$ cat config.mk
export PLATFORM = sky130hd
export DESIGN_NAME = lkc_bus_resp
export DESIGN_NICKNAME = d
export VERILOG_FILES = /design/src/shared/lkc_pkg.sv /design/src/core/lkc_bus_resp.sv /design/src/core/lkc_tag_mem.sv
export VERILOG_INCLUDE_DIRS = /design/src /design/src/shared
export SDC_FILE = /design/constraint.sdc
export NUM_CORES = 2
export LEC_CHECK = 0
export BUFFER_PORTS_ARGS = -buffer_cell sky130_fd_sc_hd__buf_2
export CAP_MARGIN = 20
export CORE_AREA = 8 8 422 424
export DETAILED_ROUTE_END_ITERATION = 6
export DIE_AREA = 0 0 430 432
export PLACE_DENSITY = 0.58
export SYNTH_ARGS = -nofsm -noshare
export SYNTH_HDL_FRONTEND = slang
export SYNTH_SLANG_ARGS = --single-unit
$ cat constraint.sdc
create_clock -name core_clk_i -period 66.3 [get_ports core_clk_i]
set_input_delay 6.63 -clock core_clk_i [delete_from_list [all_inputs] [get_ports core_clk_i]]
set_output_delay 6.63 -clock core_clk_i [all_outputs]
set_load 0.03 [all_outputs]
$ cat src/shared/lkc_regs.svh
// constants for the look-aside cache bus response block
// assumes one bus clock shared with the register bus
// Notes on behaviour
// RULE_01: processor cacheable burst read miss causes a line fill.
// RULE_02: processor cacheable burst read hit: claim, end address tenure, supply data beats.
// RULE_03: non-cacheable single-beat hit invalidates; dirty line is retried and pushed first.
// RULE_04: processor burst write miss fills, except right after a snoop hit; the code skips the fill after any snoop write and fills after a snoop read.
// RULE_05: copy-back burst write hit is claimed, except right after a snoop hit; the code invalidates instead of claiming after any snoop write.
// RULE_06: write-through write hit updates data; burst dirty hit also clears dirty.
// RULE_07: single-beat write-through dirty hit: retry, push data, keep valid, clear dirty.
// RULE_08: flush block hit invalidates; dirty line is retried and pushed first.
// RULE_09: clean block: clean hit nothing; dirty hit retried, pushed, dirty cleared.
// RULE_10: kill block hit invalidates without any write-back.
// RULE_11: fill over dirty victim is cancelled while cast-out buffer full, unless write hits it.
// RULE_12: burst read missing tags but matching cast-out buffer is served from it, no fill.
// RULE_13: retry during dirty-victim fill restores victim tag and empties cast-out buffer.
// RULE_14: retry during a served read hit aborts the read.
// RULE_15: burst write after snoop: write hit invalidates, write miss no allocate, read hit updates.
// RULE_16: snoop invalidating types invalidate on hit; dirty ones retried and pushed first.
// RULE_17: snoop clean/read types: dirty hit retried, pushed, dirty cleared.
// RULE_18: after retry window, other request seen drops own request and ignores grant.
// RULE_19: copyback write carries type 00010, burst 0, inhibit 1, write-through 1.
// RULE_20: memory controller watches the claim and leaves claimed requests to the cache.
// RULE_21: one pipeline level; claimed transfers hold acknowledge while data bus busy.
// RULE_22: arbiter honours cache request and grants address and data bus.
// RULE_23: retry is held through the cycle after acknowledge, the retry window.
// RULE_24: tag status comes from looked-up valid and dirty one cycle after start.
// RULE_25: unlisted attribute combinations change no tags and cause no bus action.
`ifndef LKC_REGS_SVH
`define LKC_REGS_SVH
`define LKC_IDX_W       6
`define LKC_TAG_W       21
`define LKC_DEPTH       64
`define LKC_IDX_LSB     5
`define LKC_TAG_LSB     11
`define LKC_LINE_LSB    5
`define LKC_BEATS_BURST 3'h4
`define LKC_BEATS_ONE   3'h1
`define LKC_TT_CB       5'h02
`define LKC_REG_CTRL    4'h0
`define LKC_REG_STAT    4'h4
`define LKC_CTRL_RST    1'h1
`endif

$ cat src/shared/lkc_pkg.sv
// types for the look-aside cache bus response block
// assumes lkc_regs.svh on the include path
`include "lkc_regs.svh"
package lkc_pkg;
	typedef struct packed {
		logic                  valid;
		logic                  dirty;
		logic [`LKC_TAG_W-1:0] tag;
	} lkc_tag_s;
	typedef struct packed {
		logic        ts;
		logic [4:0]  tt;
		logic        tbst;
		logic        ci;
		logic        wt;
		logic [31:0] addr;
	} lkc_cb_s;
	typedef enum logic [3:0] {
		ST_IDLE  = 4'h0, ST_LOOK  = 4'h1, ST_CLAIM = 4'h3, ST_WIN  = 4'h2,
		ST_DATA  = 4'h6, ST_RETRY = 4'h7, ST_RWIN  = 4'h5, ST_BRWIN = 4'h4,
		ST_REQ   = 4'hC, ST_PADDR = 4'hD, ST_PDATA = 4'hF
	} lkc_state_e;
	typedef enum logic [3:0] {
		ACT_NONE, ACT_FILL, ACT_COBRD, ACT_CLAIM, ACT_CLAIM_WR, ACT_INVAL,
		ACT_UPDATE, ACT_PUSH_INV, ACT_PUSH_CLEAN, ACT_DRAIN
	} lkc_act_e;
endpackage

$ cat src/core/lkc_bus_resp.sv
// bus response logic of a look-aside secondary cache
// assumes bus signals are active high, except tbst, ci and wt active low, and on core_clk_i; AHB-Lite slave for control
//
// Our own choices: the address map and the AHB-Lite slave port.
`timescale 1ns/1ps
`include "lkc_regs.svh"
module lkc_bus_resp (
	input  wire logic        core_clk_i,
	input  wire logic        reset_i,
	input  wire logic        hsel_i,
	input  wire logic [31:0] haddr_i,
	input  wire logic [1:0]  htrans_i,
	input  wire logic        hwrite_i,
	input  wire logic [2:0]  hsize_i,
	input  wire logic [31:0] hwdata_i,
	input  wire logic        hready_i,
	output logic      [31:0] hrdata_o,
	output logic             hreadyout_o,
	output logic             hresp_o,
	input  wire logic        ts_i,
	input  wire logic [31:0] addr_i,
	input  wire logic [4:0]  tt_i,
	input  wire logic        tbst_i,
	input  wire logic        ci_i,
	input  wire logic        wt_i,
	input  wire logic        snoop_i,
	input  wire logic        aack_i,
	input  wire logic        artry_i,
	input  wire logic        br_others_i,
	input  wire logic        data_busy_i,
	input  wire logic        ta_i,
	input  wire logic        cache_bus_grant_i,
	input  wire logic        cache_data_bus_grant_i,
	output logic             hit_claim_o,
	output logic             aack_o,
	output logic             artry_o,
	output logic             ta_o,
	output logic             cache_bus_request_o,
	output lkc_pkg::lkc_cb_s cb_o,
	output logic             fill_o,
	output logic             update_o,
	output logic             cob_src_o
);
	// ****************************************
	// declarations
	// ****************************************
	lkc_pkg::lkc_state_e        st_reg;
	lkc_pkg::lkc_state_e        st_next;
	lkc_pkg::lkc_act_e          act_reg;
	lkc_pkg::lkc_act_e          act_next;
	lkc_pkg::lkc_tag_s          rd_tag;
	lkc_pkg::lkc_tag_s          victim_reg;
	lkc_pkg::lkc_tag_s          wd;
	logic                       we;
	logic [`LKC_IDX_W-1:0]      widx;
	logic [31:0]                req_addr_reg;
	logic [4:0]                 tt_reg;
	logic                       tbst_reg;
	logic                       ci_reg;
	logic                       wt_reg;
	logic                       snp_reg;
	logic                       ps_v_reg;
	logic                       ps_hit_reg;
	logic                       ps_wr_reg;
	logic                       cob_valid_reg;
	logic [31:0]                cob_addr_reg;
	logic [31:0]                push_addr_reg;
	logic [2:0]                 beat_reg;
	logic                       enable_reg;
	logic                       hit;
	logic                       dirty;
	logic                       cobm;
	logic                       fill_cancel;
	logic                       claiming;
	logic                       ahb_rd_reg;
	logic                       ahb_wr_reg;
	logic [3:0]                 ahb_addr_reg;
	logic [`LKC_TAG_W-1:0]      req_tag;
	logic [`LKC_IDX_W-1:0]      req_idx;

	// ****************************************
	// helpers
	// ****************************************
	// transfer type match with care mask, set bits compared
	function automatic logic tmatch(input logic [4:0] tt, input logic [4:0] val, input logic [4:0] care);
		tmatch = ((tt ^ val) & care) == 5'h00;
	endfunction

	// response selection from attributes and tag status
	function automatic lkc_pkg::lkc_act_e decide(input logic snp, input logic [4:0] tt, input logic tbst,
		input logic ci, input logic wt, input logic h, input logic d, input logic cm,
		input logic psv, input logic psh, input logic psw);
		decide = lkc_pkg::ACT_NONE; // unlisted rows do nothing [RULE_25]
		if (!snp) begin
			if (tmatch(tt, 5'h0A, 5'h0B) && !tbst && ci) begin
				if (h) decide = lkc_pkg::ACT_CLAIM; // [RULE_02]
				else if (cm) decide = lkc_pkg::ACT_COBRD; // [RULE_12]
				else decide = lkc_pkg::ACT_FILL; // [RULE_01]
			end else if (tmatch(tt, 5'h0A, 5'h0F) && tbst && !ci && h) begin
				decide = d ? lkc_pkg::ACT_PUSH_INV : lkc_pkg::ACT_INVAL; // [RULE_03]
			end else if (tt == 5'h06 && !tbst && ci) begin
				if (psv && psw) decide = h ? lkc_pkg::ACT_INVAL : lkc_pkg::ACT_NONE; // [RULE_15] [RULE_04] [RULE_05]
				else if (psv && psh && h) decide = lkc_pkg::ACT_UPDATE; // [RULE_15]
				else if (!h) decide = lkc_pkg::ACT_FILL; // [RULE_04]
				else if (wt) decide = lkc_pkg::ACT_CLAIM_WR; // [RULE_05]
				else decide = lkc_pkg::ACT_UPDATE; // [RULE_06]
			end else if (tmatch(tt, 5'h02, 5'h1B) && ci && !wt && h) begin
				if (!d) decide = lkc_pkg::ACT_UPDATE; // [RULE_06]
				else if (tt == 5'h02 && tbst) decide = lkc_pkg::ACT_PUSH_CLEAN; // [RULE_07]
			end else if (tmatch(tt, 5'h02, 5'h0F) && tbst && !ci && h) begin
				decide = d ? lkc_pkg::ACT_PUSH_INV : lkc_pkg::ACT_INVAL; // [RULE_03]
			end else if (tt == 5'h04 && h) begin
				decide = d ? lkc_pkg::ACT_PUSH_INV : lkc_pkg::ACT_INVAL; // [RULE_08]
			end else if (tt == 5'h00 && h && d) begin
				decide = lkc_pkg::ACT_PUSH_CLEAN; // [RULE_09]
			end else if (tt == 5'h0C && h) begin
				decide = lkc_pkg::ACT_INVAL; // [RULE_10]
			end
		end else if (h) begin
			if (tt == 5'h04 || tmatch(tt, 5'h02, 5'h0F) || tmatch(tt, 5'h0E, 5'h0F)) begin
				decide = d ? lkc_pkg::ACT_PUSH_INV : lkc_pkg::ACT_INVAL; // [RULE_16]
			end else if ((tt == 5'h00 || tmatch(tt, 5'h0A, 5'h0F)) && d) begin
				decide = lkc_pkg::ACT_PUSH_CLEAN; // [RULE_17]
			end else if (tmatch(tt, 5'h0C, 5'h1E) || tt == 5'h06) begin
				decide = lkc_pkg::ACT_INVAL; // [RULE_16]
			end
		end
	endfunction

	// ****************************************
	// tag lookup
	// ****************************************
	assign req_tag = req_addr_reg[31:`LKC_TAG_LSB];
	assign req_idx = req_addr_reg[`LKC_TAG_LSB-1:`LKC_IDX_LSB];

	lkc_tag_mem u_tags (
		.core_clk_i (core_clk_i),
		.reset_i    (reset_i),
		.rd_en_i    (ts_i && st_reg == lkc_pkg::ST_IDLE),
		.rd_idx_i   (addr_i[`LKC_TAG_LSB-1:`LKC_IDX_LSB]),
		.rd_data_o  (rd_tag),
		.wr_en_i    (we),
		.wr_idx_i   (widx),
		.wr_data_i  (wd)
	);

	// status one cycle after start, cast-out buffer compare
	assign hit         = rd_tag.valid && rd_tag.tag == req_tag; // [RULE_24]
	assign dirty       = hit && rd_tag.dirty; // [RULE_24]
	assign cobm        = cob_valid_reg && cob_addr_reg[31:`LKC_LINE_LSB] == req_addr_reg[31:`LKC_LINE_LSB];
	assign fill_cancel = rd_tag.valid && rd_tag.dirty && cob_valid_reg && !(!tt_reg[3] && cobm); // [RULE_11]
	assign act_next    = enable_reg ? decide(snp_reg, tt_reg, tbst_reg, ci_reg, wt_reg, hit, dirty, cobm,
	                                         ps_v_reg, ps_hit_reg, ps_wr_reg) : lkc_pkg::ACT_NONE;
	assign claiming    = act_reg == lkc_pkg::ACT_CLAIM || act_reg == lkc_pkg::ACT_CLAIM_WR ||
	                     act_reg == lkc_pkg::ACT_COBRD;

	// ****************************************
	// sequencer
	// ****************************************
	// next state
	always_comb begin
		st_next = st_reg;
		case (st_reg)
			lkc_pkg::ST_IDLE: begin
				if (ts_i) st_next = lkc_pkg::ST_LOOK;
				else if (cob_valid_reg && enable_reg && !data_busy_i) st_next = lkc_pkg::ST_REQ;
			end
			lkc_pkg::ST_LOOK: begin
				case (act_next)
					lkc_pkg::ACT_CLAIM, lkc_pkg::ACT_CLAIM_WR, lkc_pkg::ACT_COBRD: st_next = lkc_pkg::ST_CLAIM;
					lkc_pkg::ACT_FILL: st_next = fill_cancel ? lkc_pkg::ST_IDLE : lkc_pkg::ST_CLAIM;
					lkc_pkg::ACT_PUSH_INV, lkc_pkg::ACT_PUSH_CLEAN: st_next = lkc_pkg::ST_RETRY;
					default: st_next = lkc_pkg::ST_IDLE;
				endcase
			end
			lkc_pkg::ST_CLAIM: begin
				if (!claiming && artry_i) st_next = lkc_pkg::ST_IDLE; // [RULE_13]
				else if (claiming ? !data_busy_i : aack_i) st_next = lkc_pkg::ST_WIN; // [RULE_21]
			end
			lkc_pkg::ST_WIN: begin
				if (artry_i || !claiming) st_next = lkc_pkg::ST_IDLE; // [RULE_14]
				else st_next = lkc_pkg::ST_DATA;
			end
			lkc_pkg::ST_DATA: begin
				if (beat_reg == 3'h1) st_next = lkc_pkg::ST_IDLE;
			end
			lkc_pkg::ST_RETRY: begin
				if (aack_i) st_next = lkc_pkg::ST_RWIN; // [RULE_23]
			end
			lkc_pkg::ST_RWIN: st_next = lkc_pkg::ST_BRWIN; // [RULE_23]
			lkc_pkg::ST_BRWIN: begin
				st_next = br_others_i ? lkc_pkg::ST_IDLE : lkc_pkg::ST_REQ; // [RULE_18]
			end
			lkc_pkg::ST_REQ: begin
				if (cache_bus_grant_i) st_next = lkc_pkg::ST_PADDR;
			end
			lkc_pkg::ST_PADDR: st_next = lkc_pkg::ST_PDATA;
			lkc_pkg::ST_PDATA: begin
				if (artry_i) st_next = lkc_pkg::ST_REQ;
				else if (ta_i && cache_data_bus_grant_i && beat_reg == 3'h1) st_next = lkc_pkg::ST_IDLE;
			end
			default: st_next = lkc_pkg::ST_IDLE;
		endcase
	end

	// state register
	always_ff @(posedge core_clk_i or posedge reset_i) begin
		if (reset_i) st_reg <= lkc_pkg::ST_IDLE;
		else st_reg <= st_next;
	end

	// transfer capture and chosen action
	always_ff @(posedge core_clk_i or posedge reset_i) begin
		if (reset_i) begin
			req_addr_reg <= '0;
			tt_reg       <= '0;
			tbst_reg     <= 1'h0;
			ci_reg       <= 1'h0;
			wt_reg       <= 1'h0;
			snp_reg      <= 1'h0;
			act_reg      <= lkc_pkg::ACT_NONE;
		end else if (st_reg == lkc_pkg::ST_IDLE) begin
			req_addr_reg <= addr_i;
			tt_reg       <= tt_i;
			tbst_reg     <= tbst_i;
			ci_reg       <= ci_i;
			wt_reg       <= wt_i;
			snp_reg      <= snoop_i;
			act_reg      <= ts_i ? lkc_pkg::ACT_NONE : lkc_pkg::ACT_DRAIN;
		end else if (st_reg == lkc_pkg::ST_LOOK) begin
			act_reg <= act_next;
		end
	end

	// snoop history for the following processor burst write
	always_ff @(posedge core_clk_i or posedge reset_i) begin
		if (reset_i) begin
			ps_v_reg   <= 1'h0;
			ps_hit_reg <= 1'h0;
			ps_wr_reg  <= 1'h0;
		end else if (st_reg == lkc_pkg::ST_LOOK) begin
			ps_v_reg   <= snp_reg; // [RULE_15]
			ps_hit_reg <= hit;
			ps_wr_reg  <= !tt_reg[3];
		end
	end

	// victim save, cast-out buffer and push address
	always_ff @(posedge core_clk_i or posedge reset_i) begin
		if (reset_i) begin
			victim_reg    <= '0;
			cob_valid_reg <= 1'h0;
			cob_addr_reg  <= '0;
			push_addr_reg <= '0;
		end else begin
			if (st_reg == lkc_pkg::ST_LOOK) begin
				victim_reg    <= rd_tag;
				push_addr_reg <= {req_addr_reg[31:`LKC_LINE_LSB], 5'h00};
				if (act_next == lkc_pkg::ACT_FILL && !fill_cancel && rd_tag.valid && rd_tag.dirty) begin
					cob_valid_reg <= 1'h1;
					cob_addr_reg  <= {rd_tag.tag, req_idx, 5'h00};
				end
			end
			if (st_reg == lkc_pkg::ST_IDLE && st_next == lkc_pkg::ST_REQ) push_addr_reg <= cob_addr_reg;
			if (act_reg == lkc_pkg::ACT_FILL && artry_i &&
			    (st_reg == lkc_pkg::ST_CLAIM || st_reg == lkc_pkg::ST_WIN)) cob_valid_reg <= 1'h0; // [RULE_13]
			if (act_reg == lkc_pkg::ACT_DRAIN && st_reg == lkc_pkg::ST_PDATA && st_next == lkc_pkg::ST_IDLE)
				cob_valid_reg <= 1'h0;
		end
	end

	// beat counter for claimed data and copyback data
	always_ff @(posedge core_clk_i or posedge reset_i) begin
		if (reset_i) beat_reg <= 3'h0;
		else if (st_reg == lkc_pkg::ST_WIN) beat_reg <= tbst_reg ? `LKC_BEATS_ONE : `LKC_BEATS_BURST;
		else if (st_reg == lkc_pkg::ST_PADDR) beat_reg <= `LKC_BEATS_BURST;
		else if (st_reg == lkc_pkg::ST_DATA) beat_reg <= beat_reg - 3'h1;
		else if (st_reg == lkc_pkg::ST_PDATA && ta_i && cache_data_bus_grant_i) beat_reg <= beat_reg - 3'h1;
	end

	// ****************************************
	// tag updates
	// ****************************************
	always_comb begin
		we   = 1'h0;
		widx = req_idx;
		wd   = rd_tag;
		if (st_reg == lkc_pkg::ST_LOOK) begin
			case (act_next)
				lkc_pkg::ACT_INVAL: begin
					we       = 1'h1; // [RULE_10] [RULE_16]
					wd.valid = 1'h0;
				end
				lkc_pkg::ACT_UPDATE: begin
					we       = 1'h1; // [RULE_06] [RULE_15]
					wd.dirty = 1'h0;
				end
				lkc_pkg::ACT_FILL: begin
					we = !fill_cancel; // [RULE_01] [RULE_04] [RULE_11]
					wd = '{valid: 1'h1, dirty: !tt_reg[3], tag: req_tag};
				end
				default: we = 1'h0;
			endcase
		end else if (act_reg == lkc_pkg::ACT_FILL && artry_i &&
		             (st_reg == lkc_pkg::ST_CLAIM || st_reg == lkc_pkg::ST_WIN)) begin
			we = 1'h1; // victim tag back [RULE_13]
			wd = victim_reg;
		end else if (st_reg == lkc_pkg::ST_DATA && st_next == lkc_pkg::ST_IDLE &&
		             act_reg == lkc_pkg::ACT_CLAIM_WR) begin
			we = 1'h1; // copy-back write hit leaves line dirty [RULE_05]
			wd = '{valid: 1'h1, dirty: 1'h1, tag: req_tag};
		end else if (st_reg == lkc_pkg::ST_PDATA && st_next == lkc_pkg::ST_IDLE &&
		             act_reg != lkc_pkg::ACT_DRAIN) begin
			we = 1'h1; // after push: invalidate or clean [RULE_03] [RULE_07] [RULE_08] [RULE_09] [RULE_17]
			wd = '{valid: act_reg == lkc_pkg::ACT_PUSH_CLEAN, dirty: 1'h0, tag: victim_reg.tag};
		end
	end

	// ****************************************
	// bus outputs
	// ****************************************
	assign hit_claim_o = (st_reg == lkc_pkg::ST_LOOK && (act_next == lkc_pkg::ACT_CLAIM ||
	                     act_next == lkc_pkg::ACT_CLAIM_WR || act_next == lkc_pkg::ACT_COBRD)) ||
	                     (claiming && (st_reg == lkc_pkg::ST_CLAIM || st_reg == lkc_pkg::ST_WIN ||
	                     st_reg == lkc_pkg::ST_DATA)); // [RULE_02] [RULE_05]
	assign aack_o      = st_reg == lkc_pkg::ST_CLAIM && claiming && !data_busy_i; // [RULE_21]
	assign ta_o        = st_reg == lkc_pkg::ST_DATA; // [RULE_02]
	assign cob_src_o   = st_reg == lkc_pkg::ST_DATA && act_reg == lkc_pkg::ACT_COBRD; // [RULE_12]
	assign artry_o     = st_reg == lkc_pkg::ST_RETRY || st_reg == lkc_pkg::ST_RWIN; // [RULE_23]
	assign cache_bus_request_o = artry_o || st_reg == lkc_pkg::ST_REQ ||
	                     (st_reg == lkc_pkg::ST_BRWIN && !br_others_i); // [RULE_18]
	assign update_o    = st_reg == lkc_pkg::ST_LOOK && act_next == lkc_pkg::ACT_UPDATE;
	assign fill_o      = st_reg == lkc_pkg::ST_WIN && act_reg == lkc_pkg::ACT_FILL && !artry_i;

	// copyback master attributes
	always_comb begin
		cb_o      = '0;
		cb_o.ts   = st_reg == lkc_pkg::ST_PADDR;
		if (st_reg == lkc_pkg::ST_PADDR || st_reg == lkc_pkg::ST_PDATA) begin
			cb_o.tt   = `LKC_TT_CB; // [RULE_19]
			cb_o.tbst = 1'h0;
			cb_o.ci   = 1'h1;
			cb_o.wt   = 1'h1;
			cb_o.addr = push_addr_reg;
		end
	end

	// ****************************************
	// AHB-Lite control slave
	// ****************************************
	// address phase capture, zero wait states
	always_ff @(posedge core_clk_i or posedge reset_i) begin
		if (reset_i) begin
			ahb_rd_reg   <= 1'h0;
			ahb_wr_reg   <= 1'h0;
			ahb_addr_reg <= 4'h0;
		end else if (hready_i) begin
			ahb_rd_reg   <= hsel_i && htrans_i[1] && !hwrite_i && hsize_i == 3'h2;
			ahb_wr_reg   <= hsel_i && htrans_i[1] && hwrite_i && hsize_i == 3'h2;
			ahb_addr_reg <= haddr_i[3:0];
		end
	end

	// enable bit, written in data phase
	always_ff @(posedge core_clk_i or posedge reset_i) begin
		if (reset_i) enable_reg <= `LKC_CTRL_RST;
		else if (ahb_wr_reg && ahb_addr_reg == `LKC_REG_CTRL) enable_reg <= hwdata_i[0];
	end

	// read data, unmapped reads as zero
	always_comb begin
		case (ahb_addr_reg)
			`LKC_REG_CTRL: hrdata_o = {31'h0, enable_reg};
			`LKC_REG_STAT: hrdata_o = {23'h0, cob_valid_reg, act_reg, st_reg};
			default:       hrdata_o = 32'h0;
		endcase
		if (!ahb_rd_reg) hrdata_o = 32'h0;
	end
	assign hreadyout_o = 1'h1;
	assign hresp_o     = 1'h0;
endmodule

$ cat src/core/lkc_tag_mem.sv
// tag memory: valid, dirty and tag per set, registered read
// assumes one write and one read per cycle on the bus clock
`timescale 1ns/1ps
`include "lkc_regs.svh"
module lkc_tag_mem (
	input  wire logic                   core_clk_i,
	input  wire logic                   reset_i,
	input  wire logic                   rd_en_i,
	input  wire logic [`LKC_IDX_W-1:0]  rd_idx_i,
	output lkc_pkg::lkc_tag_s           rd_data_o,
	input  wire logic                   wr_en_i,
	input  wire logic [`LKC_IDX_W-1:0]  wr_idx_i,
	input  lkc_pkg::lkc_tag_s           wr_data_i
);
	// ****************************************
	// storage
	// ****************************************
	lkc_pkg::lkc_tag_s mem_reg [0:`LKC_DEPTH-1];

	// write port, all sets invalid after reset
	always_ff @(posedge core_clk_i or posedge reset_i) begin
		if (reset_i) begin
			for (int i = 0; i < `LKC_DEPTH; i++) begin
				mem_reg[i] <= '0;
			end
		end else if (wr_en_i) begin
			mem_reg[wr_idx_i] <= wr_data_i;
		end
	end

	// registered read port
	always_ff @(posedge core_clk_i or posedge reset_i) begin
		if (reset_i) begin
			rd_data_o <= '0;
		end else if (rd_en_i) begin
			rd_data_o <= mem_reg[rd_idx_i];
		end
	end
endmodule

==> metrics.cfg <==
[worst_hold_path]
hold_path_class=reg -> reg

[placed_design]
place_hpwl_um=114000
place.gp.congestion=0.843
port_buffers=105
dp_slack_ns=52.24
dp_cells=6889

[cts]
post-cts-setup-buffers=0
clockBufferDepth=3
cts_made_buffers=174
tritoncts=done
postCtsHoldBufs=0
clock_latency_ns=0.81
cts_resized=0
clk_pin_slew_worst_paths_ns=0.05
htreeDepth=4
clockRootBuffer=clkbuf_16
cts_sinks=1630

[final_layout]
fill_cells=14400
utilization=0.493
stdcell_count=7219
largest_reg_flops=1472
most-common-layout-cells=dfrtp_1, mux2_2, mux4_2, mux2_1, clkbuf_16
drive_gt1_frac=0.451
final_common_cell=dfrtp_1
syn_to_final_growth_pct=10.1
fin_nets=4958

[global_routing]
grt_pass1_vias=44500
overflow=0
antenna_found_initial=17
grt_pass1_wl_um=303000
grt_max_degree=172
track_usage=0.216

[floorplanning]
die_area_um2=186000
core_um2=171000
dieWidth_um=430
start_util=0.447
pin_count=206
die_h_um=432
std_cell_rows=152

[synth]
synth_top_family_by_area=multiplexers
ys_ff_latch=1630
yosys.area_share.simple=0.0384
synth_flop_cell=dfrtp_1
synth_xor_area_frac=0.00571
netlist_area_um2=76500
synthMuxAreaShare=0.372
yosys.area_share.adder=0.000327
async_flop_share=1.00
syn_avg_cell_area_um2=15.6
synth-seq-area-share=0.534
ys_types=75
synth-edff-count=0
synthCells=4896
synth_warnings=0
synth_compound_area_frac=0.0146

[timing]
fin_setup_tns_ns=0
finClkSkew_ns=0.0299
final.period_utilization=0.212
tightest_slew_ns=1.03
slew_headroom=0.314
hold_viol=0
fin_ws_ns=52.25
grt_setup_unrepaired=no
fin_crit_ns=14.05
slew_viol_final=0
max_freq_ghz=0.0712
setup_viol=0

[routing]
wire_per_inst_um=27.8
dr_total_vias=42400
first_pass_iters=5
ant_nets=0
viasPerCell=5.88
routed_wl_um=201000
drc_errors=0
drt-initial-drc-count=3239

[pwr]
vdd_ir_drop_max_v=0.0000271
total_power_mw=2.33
power_density_nw_per_um2=27.7
p_leak_nw=40.7

[setup_path]
critical_path_arrival_ns=7.42
cp_common_cell=buf_2
crit_type=in -> out
critPathCaptureType=output port
path_cells=buf_2, nor4_1, buf_2
start_kind=input pin
crit_buf_inv=2
max_stage_delay_ns=0.35
critical-path-slowest-cell=nor4_1
worstPathRequired_ns=59.67
critPathMaxFanout=9
critPathTopFamily=buffers and inverters

[flow_run]
maxCapViolCount=0

[status]
status=complete, no violations

worst paths after layout:
check	cells past startpoint	end	slack, ns	start
worst max register to register	11	u_tags.mem_reg[1052]	61.41	st_reg[1]
min in group asynchronous	2	u_tags.mem_reg[1405]	6.01	reset_i
worst min-delay path	2	push_addr_reg[24]	0.47	push_addr_reg[24]
max in group asynchronous	7	u_tags.mem_reg[289]	55.40	reset_i
worst max-delay path	3	fill_o	52.25	artry_i
worst min register to register	2	push_addr_reg[24]	0.47	push_addr_reg[24]
Yosys cell counts, drive strengths merged (11+ instances only):
library cell | count | area share
clkbuf | 257 | 0.013
xnor2 | 37 | 0.0043
a22oi | 28 | 0.0027
mux4 | 483 | 0.14
and2 | 39 | 0.0032
mux2 | 1561 | 0.23
nor3 | 29 | 0.0019
o21ai | 42 | 0.0027
xor2 | 12 | 0.0014
nor2 | 85 | 0.0042
buf | 253 | 0.021
nand2 | 168 | 0.0082
inv | 16 | 0.00079
nor2b | 11 | 0.00090
nor4 | 39 | 0.0094
a221o | 21 | 0.0027
nand3 | 14 | 0.00092
nand4 | 52 | 0.0043
dfrtp | 1629 | 0.53
per-layer routing:
metal | vias to the layer above | global-route usage | wire length (um)
met3 | 257 | 0.0331 | 9190
met1 | 23200 | 0.302 | 89800
met2 | 902 | 0.353 | 96800
met4 | 2 | 0.0581 | 5090
met5 | - | 0 | 13
li1 | 18100 | - | -
power by group:
group	switching, mW	internal, mW
registers	0.0501	1.03
clock network	0.399	0.561
logic	0.202	0.0869
final cells by class:
class	instances	area, um^2	share of cell area
Multi-Input combinational cell	2773	33200	0.395
Sequential cell	1630	40800	0.484
Clock inverter	38	338	0.00401
Inverter	16	67.6	0.000802
Clock buffer	278	5300	0.0630
Tap cell	2233	2790	0.0332
Timing Repair Buffer	238	1650	0.0196
Antenna cell	13	32.5	0.000386
cells by family (layout without fill, tap and decap cells):
group,count (synthesis),count (layout)
AOI/OAI and AO/OA,152,152
DFF,1630,1630
and+or+nand+nor,489,489
xor gates and xnor gates,49,49
muxes,2046,2046
other,2,48
buffers and inverters,526,570
adders and majority gates,2,2
metrics by stage:
step	instance area (um^2)	hold slack, ns
finish	84200	0.467
floorplan	76600	0.438
detailed placement	78500	0.458
CTS	84100	0.471
global route	84200	0.486
global placement	78500	0.456
worst register-to-register path, cell delays in order, from the launching register on:
cell     delay (ns)
dfrtp_1        0.61
or3_1          0.65
nor2_4         0.13
buf_4          0.57
nand4_1        0.34
or3_1          0.47
nand3_1        0.17
o22ai_2        0.09
buf_4          0.23
a221o_2        0.70
buf_4          0.40
mux2_1         0.38
(Power assumes the default switching activity.)
